<file path="src/rtl/pisel_pkg.sv">
// Constants for the port interrupt source selection block
package pisel_pkg;
	// Register bus address width and register offsets
	localparam int PISEL_AW = 24;
	localparam logic [23:0] PISEL_ADDR_AUX = 24'hFFE10C;
	localparam logic [23:0] PISEL_ADDR_PSEL = 24'hFFE10E;
	localparam logic [23:0] PISEL_ADDR_EDGE = 24'hFFE10F;
	localparam logic [23:0] PISEL_ADDR_PCSEL = 24'hFFE12E;
	localparam logic [23:0] PISEL_ADDR_ISTAT = 24'hFFE130;
	localparam logic [23:0] PISEL_ADDR_IMASK = 24'hFFE131;
	// Field positions
	localparam int PISEL_CMP_BIT = 7;
	localparam int PISEL_DBG_BIT = 0;
	// Writable masks and reset values
	localparam logic [7:0] PISEL_AUX_WMASK = 8'h81;
	localparam logic [7:0] PISEL_PC_WMASK = 8'h0F;
	localparam logic [7:0] PISEL_RST_VAL = 8'h00;
	// Status layout: bits 7:0 port A/D lines, bits 11:8 port C lines
	localparam int PISEL_NEV = 12;
	localparam logic [11:0] PISEL_EV_RST = 12'h000;
endpackage : pisel_pkg

</file>
<file path="src/rtl/pisel_top.sv">
// Port interrupt source selection in front of the interrupt controller
//
// Decided for this implementation: strobed register access.
`timescale 1ns/1ps
module pisel_top
	import pisel_pkg::*;
#(
	parameter int NPORT = 8,
	parameter int NPC = 4
) (
	input wire logic ref_clk,
	input wire logic rst_n,
	input wire logic clk_en,
	input wire logic [23:0] reg_addr,
	input wire logic [7:0] reg_wdata,
	input wire logic reg_wr,
	input wire logic reg_rd,
	output logic [7:0] reg_rdata,
	input wire logic [7:0] port_a_pins,
	input wire logic [7:0] port_d_pins,
	input wire logic [3:0] port_c_pins,
	input wire logic comparator_out,
	input wire logic debug_unit_irq,
	input wire logic [3:0] dma_irq,
	output logic [7:0] ad_irq_req,
	output logic [3:0] pc_irq_req,
	output logic irq
);
	////////////////////////////////////////////////////////////////////
	// Elaboration checks: the register layout is fixed at 8 and 4 lines
	if (NPORT != 8 || NPC != 4) begin : g_bad_size
		$error("pisel_top serves only eight A/D and four C lines");
	end

	////////////////////////////////////////////////////////////////////
	// Registers
	logic [7:0] aux_irq_source_select_q; // Comparator and debug routing
	logic [7:0] port_ad_irq_select_q; // A or D per line
	logic [7:0] port_irq_edge_select_q; // Edge polarity per line
	logic [7:0] portc_dma_irq_select_q; // DMA or port C per line
	logic [11:0] istat_q; // Sticky event status
	logic [11:0] imask_q; // Event enables
	logic [11:0] ev; // Events this cycle

	// Decoded write strobes
	logic wr_aux, wr_psel, wr_edge, wr_pc, wr_stat, wr_mask;
	assign wr_aux = reg_wr && reg_addr == PISEL_ADDR_AUX;
	assign wr_psel = reg_wr && reg_addr == PISEL_ADDR_PSEL;
	assign wr_edge = reg_wr && reg_addr == PISEL_ADDR_EDGE;
	assign wr_pc = reg_wr && reg_addr == PISEL_ADDR_PCSEL;
	assign wr_stat = reg_wr && (reg_addr == PISEL_ADDR_ISTAT
		|| reg_addr == PISEL_ADDR_ISTAT + 24'h000002);
	assign wr_mask = reg_wr && (reg_addr == PISEL_ADDR_IMASK
		|| reg_addr == PISEL_ADDR_IMASK + 24'h000002);

	// Configuration registers
	always_ff @(posedge ref_clk) begin
		if (!rst_n) begin
			aux_irq_source_select_q <= PISEL_RST_VAL;
			port_ad_irq_select_q <= PISEL_RST_VAL;
			port_irq_edge_select_q <= PISEL_RST_VAL;
			portc_dma_irq_select_q <= PISEL_RST_VAL;
		end else if (clk_en) begin
			// reserved aux bits: held zero whatever is written
			if (wr_aux) begin
				aux_irq_source_select_q <= reg_wdata & PISEL_AUX_WMASK;
			end
			if (wr_psel) begin
				port_ad_irq_select_q <= reg_wdata;
			end
			if (wr_edge) begin
				port_irq_edge_select_q <= reg_wdata;
			end
			// read-only upper: bits 7:4 never store
			if (wr_pc) begin
				portc_dma_irq_select_q <= reg_wdata & PISEL_PC_WMASK;
			end
		end
	end

	////////////////////////////////////////////////////////////////////
	// Pin synchronisers and edge history
	logic [7:0] a_s1_q, a_s2_q, d_s1_q, d_s2_q;
	logic [3:0] c_s1_q, c_s2_q, c_s3_q;
	logic [7:0] sel_q; // Previous selected level, per A/D line
	logic [1:0] cmp_s_q, dbg_s_q; // Async sources are synchronised too
	logic cmp_prev_q;
	logic dbg_prev_q; // Debug level one cycle back, read by the bit 0 route
	logic [3:0] dma_prev_q;

	// Two-stage synchronisers, three stages for port C; stage one feeds stage two only
	always_ff @(posedge ref_clk) begin
		if (!rst_n) begin
			a_s1_q <= 8'h00;
			a_s2_q <= 8'h00;
			d_s1_q <= 8'h00;
			d_s2_q <= 8'h00;
			c_s1_q <= 4'h0;
			c_s2_q <= 4'h0;
			c_s3_q <= 4'h0;
			cmp_s_q <= 2'h0;
			dbg_s_q <= 2'h0;
		end else if (clk_en) begin
			a_s1_q <= port_a_pins;
			a_s2_q <= a_s1_q;
			d_s1_q <= port_d_pins;
			d_s2_q <= d_s1_q;
			c_s1_q <= port_c_pins;
			c_s2_q <= c_s1_q;
			c_s3_q <= c_s2_q;
			cmp_s_q <= {cmp_s_q[0], comparator_out};
			dbg_s_q <= {dbg_s_q[0], debug_unit_irq};
		end
	end

	// Selected A/D level per line
	logic [7:0] sel_lvl;
	assign sel_lvl = (a_s2_q & ~port_ad_irq_select_q) | (d_s2_q & port_ad_irq_select_q);

	// History of levels for edge detection
	always_ff @(posedge ref_clk) begin
		if (!rst_n) begin
			sel_q <= 8'h00;
			cmp_prev_q <= 1'b0;
			dma_prev_q <= 4'h0;
		end else if (clk_en) begin
			sel_q <= sel_lvl;
			cmp_prev_q <= cmp_s_q[1];
			dma_prev_q <= dma_irq;
		end
	end

	////////////////////////////////////////////////////////////////////
	// Per-line request generation
	logic [7:0] ad_ev;
	logic [3:0] pc_ev;
	logic cmp_ev;
	// Comparator asks on both edges, unlike the one selected edge of the line 7 pin it shares
	assign cmp_ev = cmp_s_q[1] ^ cmp_prev_q;

	genvar gi;
	generate
		for (gi = 0; gi < 8; gi++) begin : g_ad
			logic pin_ev;
			// edge polarity: rising when set, falling when clear
			assign pin_ev = port_irq_edge_select_q[gi]
				? (sel_lvl[gi] & ~sel_q[gi]) : (~sel_lvl[gi] & sel_q[gi]);
			if (gi == PISEL_CMP_BIT) begin : g_cmp
				assign ad_ev[gi] = aux_irq_source_select_q[PISEL_CMP_BIT]
					? cmp_ev : pin_ev;
			end else if (gi == PISEL_DBG_BIT) begin : g_dbg
				assign ad_ev[gi] = aux_irq_source_select_q[PISEL_DBG_BIT]
					? (dbg_s_q[1] & ~dbg_prev_q) : pin_ev;
			end else begin : g_pin
				assign ad_ev[gi] = pin_ev;
			end
		end
		for (gi = 0; gi < 4; gi++) begin : g_pc
			// DMA or pin; both pin edges
			assign pc_ev[gi] = portc_dma_irq_select_q[gi]
				? (c_s2_q[gi] ^ c_s3_q[gi]) : (dma_irq[gi] & ~dma_prev_q[gi]);
		end
	endgenerate

	// Debug interrupt history, rising edge gives one pulse
	always_ff @(posedge ref_clk) begin
		if (!rst_n) begin
			dbg_prev_q <= 1'b0;
		end else if (clk_en) begin
			dbg_prev_q <= dbg_s_q[1];
		end
	end

	assign ev = {pc_ev, ad_ev};

	// Registered request pulses toward the controller
	always_ff @(posedge ref_clk) begin
		if (!rst_n) begin
			ad_irq_req <= 8'h00;
			pc_irq_req <= 4'h0;
		end else if (clk_en) begin
			ad_irq_req <= ad_ev;
			pc_irq_req <= pc_ev;
		end else begin
			// Pulses must not stretch while frozen
			ad_irq_req <= 8'h00;
			pc_irq_req <= 4'h0;
		end
	end

	////////////////////////////////////////////////////////////////////
	// Sticky status, mask and interrupt output
	// Status spans two bytes: low byte A/D lines, next byte port C
	always_ff @(posedge ref_clk) begin
		if (!rst_n) begin
			istat_q <= PISEL_EV_RST;
			imask_q <= PISEL_EV_RST;
		end else if (clk_en) begin
			// Set wins over write-one-to-clear in the same cycle
			if (wr_stat && reg_addr == PISEL_ADDR_ISTAT) begin
				istat_q <= (istat_q & ~{4'h0, reg_wdata}) | ev;
			end else if (wr_stat) begin
				istat_q <= (istat_q & ~{reg_wdata[3:0], 8'h00}) | ev;
			end else begin
				istat_q <= istat_q | ev;
			end
			if (wr_mask && reg_addr == PISEL_ADDR_IMASK) begin
				imask_q[7:0] <= reg_wdata;
			end else if (wr_mask) begin
				imask_q[11:8] <= reg_wdata[3:0];
			end
		end
	end

	// Level interrupt, registered
	always_ff @(posedge ref_clk) begin
		if (!rst_n) begin
			irq <= 1'b0;
		end else if (clk_en) begin
			irq <= |(istat_q & imask_q);
		end
	end

	////////////////////////////////////////////////////////////////////
	// Read port, data one cycle after the strobe; unmapped reads zero
	always_ff @(posedge ref_clk) begin
		if (!rst_n) begin
			reg_rdata <= 8'h00;
		end else if (clk_en) begin
			if (!reg_rd) begin
				reg_rdata <= 8'h00;
			end else begin
				case (reg_addr)
					PISEL_ADDR_AUX: reg_rdata <= aux_irq_source_select_q;
					PISEL_ADDR_PSEL: reg_rdata <= port_ad_irq_select_q;
					PISEL_ADDR_EDGE: reg_rdata <= port_irq_edge_select_q;
					PISEL_ADDR_PCSEL: reg_rdata <= portc_dma_irq_select_q;
					PISEL_ADDR_ISTAT: reg_rdata <= istat_q[7:0];
					PISEL_ADDR_IMASK: reg_rdata <= imask_q[7:0];
					PISEL_ADDR_ISTAT + 24'h000002: reg_rdata <= {4'h0, istat_q[11:8]};
					PISEL_ADDR_IMASK + 24'h000002: reg_rdata <= {4'h0, imask_q[11:8]};
					default: reg_rdata <= 8'h00;
				endcase
			end
		end
	end

	////////////////////////////////////////////////////////////////////
	// Assertions
	// Reserved aux bits always read zero
	a_aux_reserved: assert property (@(posedge ref_clk) disable iff (!rst_n)
		(aux_irq_source_select_q & ~PISEL_AUX_WMASK) == 8'h00)
		else $error("aux reserved bits set");
	a_pc_reserved: assert property (@(posedge ref_clk) disable iff (!rst_n)
		portc_dma_irq_select_q[7:4] == 4'h0)
		else $error("port C reserved bits set");
	a_req_pulse: assert property (@(posedge ref_clk) disable iff (!rst_n)
		ad_irq_req[3] |=> !ad_irq_req[3])
		else $error("request longer than one cycle");
	a_cmp_route: assert property (@(posedge ref_clk) disable iff (!rst_n)
		clk_en && aux_irq_source_select_q[7] && cmp_ev |=> ad_irq_req[7])
		else $error("comparator event not routed");
	a_dbg_block: assert property (@(posedge ref_clk) disable iff (!rst_n)
		clk_en && aux_irq_source_select_q[0] && !(dbg_s_q[1] && !dbg_prev_q)
		|=> !ad_irq_req[0])
		else $error("pin event on debug-routed line");
	a_rise_edge: assert property (@(posedge ref_clk) disable iff (!rst_n)
		clk_en && port_irq_edge_select_q[2] && sel_lvl[2] && !sel_q[2]
		|=> ad_irq_req[2])
		else $error("rising edge missed");
	a_fall_ignored: assert property (@(posedge ref_clk) disable iff (!rst_n)
		clk_en && port_irq_edge_select_q[4] && !sel_lvl[4] |=> !ad_irq_req[4])
		else $error("falling edge taken in rising mode");
	a_pc_both: assert property (@(posedge ref_clk) disable iff (!rst_n)
		clk_en && portc_dma_irq_select_q[1] && (c_s2_q[1] != c_s3_q[1])
		|=> pc_irq_req[1])
		else $error("port C edge missed");
	a_bank_sel: assert property (@(posedge ref_clk) disable iff (!rst_n)
		port_ad_irq_select_q[5] |-> sel_lvl[5] == d_s2_q[5])
		else $error("wrong bank selected");
	a_dma_sel: assert property (@(posedge ref_clk) disable iff (!rst_n)
		clk_en && !portc_dma_irq_select_q[0] && !dma_irq[0] |=> !pc_irq_req[0])
		else $error("pin event on DMA-routed line");
	a_irq_level: assert property (@(posedge ref_clk) disable iff (!rst_n)
		clk_en && |(istat_q & imask_q) |=> irq)
		else $error("interrupt not raised");
	c_cmp_req: cover property (@(posedge ref_clk) disable iff (!rst_n)
		aux_irq_source_select_q[7] && ad_irq_req[7]);
	c_d_fall: cover property (@(posedge ref_clk) disable iff (!rst_n)
		port_ad_irq_select_q[1] && !port_irq_edge_select_q[1] && ad_irq_req[1]);
	c_pc_pin: cover property (@(posedge ref_clk) disable iff (!rst_n)
		portc_dma_irq_select_q[2] && pc_irq_req[2]);
	c_irq: cover property (@(posedge ref_clk) disable iff (!rst_n) irq);
endmodule : pisel_top

</file>
<file path="config.mk">
export PLATFORM = sky130hd
export DESIGN_NAME = pisel_top
export DESIGN_NICKNAME = d
export VERILOG_FILES = /design/src/rtl/pisel_pkg.sv /design/src/rtl/pisel_top.sv
export SDC_FILE = /design/constraint.sdc
export NUM_CORES = 1
export LEC_CHECK = 0
export ABC_AREA = 1
export BUFFER_PORTS_ARGS = -buffer_cell sky130_fd_sc_hd__buf_2
export CAP_MARGIN = 20
export CORE_UTILIZATION = 30
export DETAILED_ROUTE_END_ITERATION = 6
export PLACE_DENSITY = 0.54
export SETUP_SLACK_MARGIN = 0.2
export SYNTH_ARGS = -nofsm -noshare
export SYNTH_HDL_FRONTEND = slang
export SYNTH_SLANG_ARGS = --single-unit
</file>
<file path="constraint.sdc">
create_clock -name ref_clk -period 1.5 [get_ports ref_clk]
set_input_delay 0.15 -clock ref_clk [delete_from_list [all_inputs] [get_ports ref_clk]]
set_output_delay 0.15 -clock ref_clk [all_outputs]
set_load 0.01 [all_outputs]
</file>
==> flow_summary.ini <==
[outcome]
status = complete, but fails checks
violations = DRC

[die]
die_h_um = 139
num_io_pins = 84
coreArea_um2 = 18200
dieArea_um2 = 19400
num_rows = 49
initial_core_util = 0.310
die_w_um = 139

[timing]
finalSetupViolations = 0
fin_skew_ns = 0.00833
fmax_ghz = 0.820
finalHoldViolations = 0
post-route-period-util = 0.813
slew_headroom = 0.727
finalHoldWorstSlack_ns = 0.0464
rsz0062_at_grt = false
setup_tns_ns = 0
tightest_slew_ns = 0.410
slew_violations = 0
period_minus_slack_ns = 1.22

[yosys]
netlist_instances = 797
synthTopCellsByArea = dfxtp_1 46%, nor2_1 11%, o21ai_0 9.2%
yosysTopAreaCellShare = 0.457
synth_compound_area_frac = 0.178
ys_seq_area_frac = 0.457
synthesis.area_um2 = 5650
synth_fp_nets = 860
synth-edff-count = 0
synth_top_family_by_area = simple AND/OR/NAND/NOR gates
synthMuxAreaShare = 0
synth_fa_ha_area_frac = 0
yosys.area_share.simple = 0.272
synth.ff_latch_count = 129
yosys_warnings = 0
synthArstFlopShare = 0
synth_top_area_cell = dfxtp_1
synth_xor_xnor_area_share = 0.00621
ys.flop_type = dfxtp_1
ys_types = 30
syn_area_per_cell_um2 = 7.08

[global_routing]
grt_antenna_before_repair = 0
grt_first_pass_wirelength_um = 25200
grt.total_usage = 0.167
grt.overflow.total = 0
grt_max_degree = 54
grt_pass1_vias = 4886

[power_and_ir_drop]
max-vdd-ir-drop_v = 0.000829
cellPowerDensity_nw_per_um2 = 1140
p_leak_uw = 0.00319

[clock_tree]
cts_sinks = 129
clk_latency_ns = 0.42
cts_max_level = 4
cts_buffer_depth = 2
cts_root_buffer = clkbuf_16
cts_buffers = 17
cts_tree = built
post_cts_buffers = 0
cts.clk_slew.worst_paths_ns = 0.05

[worst_setup_path]
worstSetupPathType = reg -> reg
cp_slowest_cell = dfxtp_1
arrival_ns = 1.57
start_kind = flip-flop
required_ns = 1.85
crit_path_max_fanout = 4
end_kind = flip-flop
crit_chain = o21ai_0, nand3_1, a21oi_1, o21bai_1
slowest_delay_ns = 0.35

[placement]
placed_cells = 1099
place.gp.congestion = 0.825
port_buffers = 83
dp_hpwl_um = 11300

[job]
maxCapViolCount = 0

[route]
drt-initial-drc-count = 402
drt_pass1_iterations = 7
wl_per_cell_um = 13.5
ant_nets = 0
wirelength_um = 15700
viasPerCell = 4.62
vias = 5340
route.detailed.drc = 10

[final_layout]
area_growth_pct = 29.4
final_cells = 1156
fin_nets = 978
drive_above_1_share = 0.192
diodes = 0

[min_path]
hp-class = in -> reg
==> kinds of logic (layout without fill, tap and decap cells) <==
family,Yosys count,after routing
xor gates and xnor gates,4,4
DFF,129,129
AOI/OAI and AO/OA,185,185
and+or+nand+nor,357,357
buffers and inverters,122,252
==> layer usage <==
metal	track usage	vias to the layer above	wire (um)
met5	0	-	0
li1	-	2834	-
met3	0.0407	13	703
met1	0.224	2366	7770
met2	0.261	127	6980
met4	0.0550	0	201
==> final cells by class <==
class / count / area (um^2)
Clock buffer: 18 / 439
Clock inverter: 13 / 139
Fill cell: 1932 / 10900
Inverter: 84 / 315
Multi-Input combinational cell: 546 / 2590
Sequential cell: 129 / 2580
Tap cell: 229 / 287
Timing Repair Buffer: 137 / 948
==> cells in the mapped netlist (6+ instances only) <==
master	instances
nor2_1	158
dfxtp_1	129
nand2_1	114
o21ai_0	104
inv_1	79
a21oi_1	53
nand3_1	53
clkbuf_1	28
nand4_1	13
nor2_4	7
buf_2	6
o21ai_1	6
==> power by group <==
part | internal [uW] | switching, uW
combinational | 274 | 377
clock | 2470 | 1530
sequential | 3570 | 81.4
total | 6320 | 1990
==> registers in the layout, summed over array words and instances (netlist names), 8 cells and up <==
name and count:
a_s1_q 8, a_s2_q 8, ad_irq_req 8, d_s1_q 8, d_s2_q 8, imask_q 12
istat_q 12, port_ad_irq_select_q 8, port_irq_edge_select_q 8, reg_rdata 8, sel_q 8
==> metrics by stage <==
stage / area (um^2) / util / setup slack [ns] / total power [uW]
floorplan: 5650 / - / 0.227 / 4060
global placement: 6450 / 0.354 / -0.0376 / 4320
detailed placement: 6450 / 0.354 / -0.0528 / 4320
CTS: 7290 / 0.400 / 0.229 / 8430
global route: 7310 / 0.401 / 0.203 / 8700
finish: 7310 / 0.401 / 0.280 / 8320
==> layout by cell type (no fill, tap or decap), drive strengths merged <==
| cell type | count |
|---|---|
| buf | 111 |
| clkinv | 5 |
| a41oi | 1 |
| a21oi | 53 |
| nand3 | 56 |
| a211oi | 6 |
| nand4 | 13 |
| a22o | 2 |
| nand2 | 117 |
| dfxtp | 129 |
| o21ai | 110 |
| a221oi | 1 |
| o21bai | 3 |
| clkinvlp | 5 |
| clkbuf | 18 |
| inv | 85 |
| o211ai | 3 |
| a31o | 2 |
| xnor2 | 4 |
| nor2 | 170 |
| dlygate4sd3 | 26 |
| o22ai | 4 |
| bufinv | 2 |
| nor3 | 1 |
==> critical path, delay by kind of cell (launching register included) <==
family / cells / cell delay, ns
AOI/OAI and AO/OA: 3 / 0.69
DFF: 1 / 0.35
and+or+nand+nor: 1 / 0.11
==> repair_timing <==
item,in CTS,in global routing
hold buffers,26,0
endpoints found under the setup margin,0,8
hold endpoints to repair,26,0
gates resized for setup,0,12
==> final timing paths <==
check        cells after the start  slack (ns)            to                    start
min reg2reg                      2        0.46     d_s2_q[2]                d_s2_q[2]
max reg2reg                      4        0.28    istat_q[2]  port_ad_irq_select_q[2]
min                              3        0.05  reg_rdata[5]                   reg_rd
max                              4        0.28    istat_q[2]  port_ad_irq_select_q[2]
Note: power is estimated with default switching activity, not from simulation.
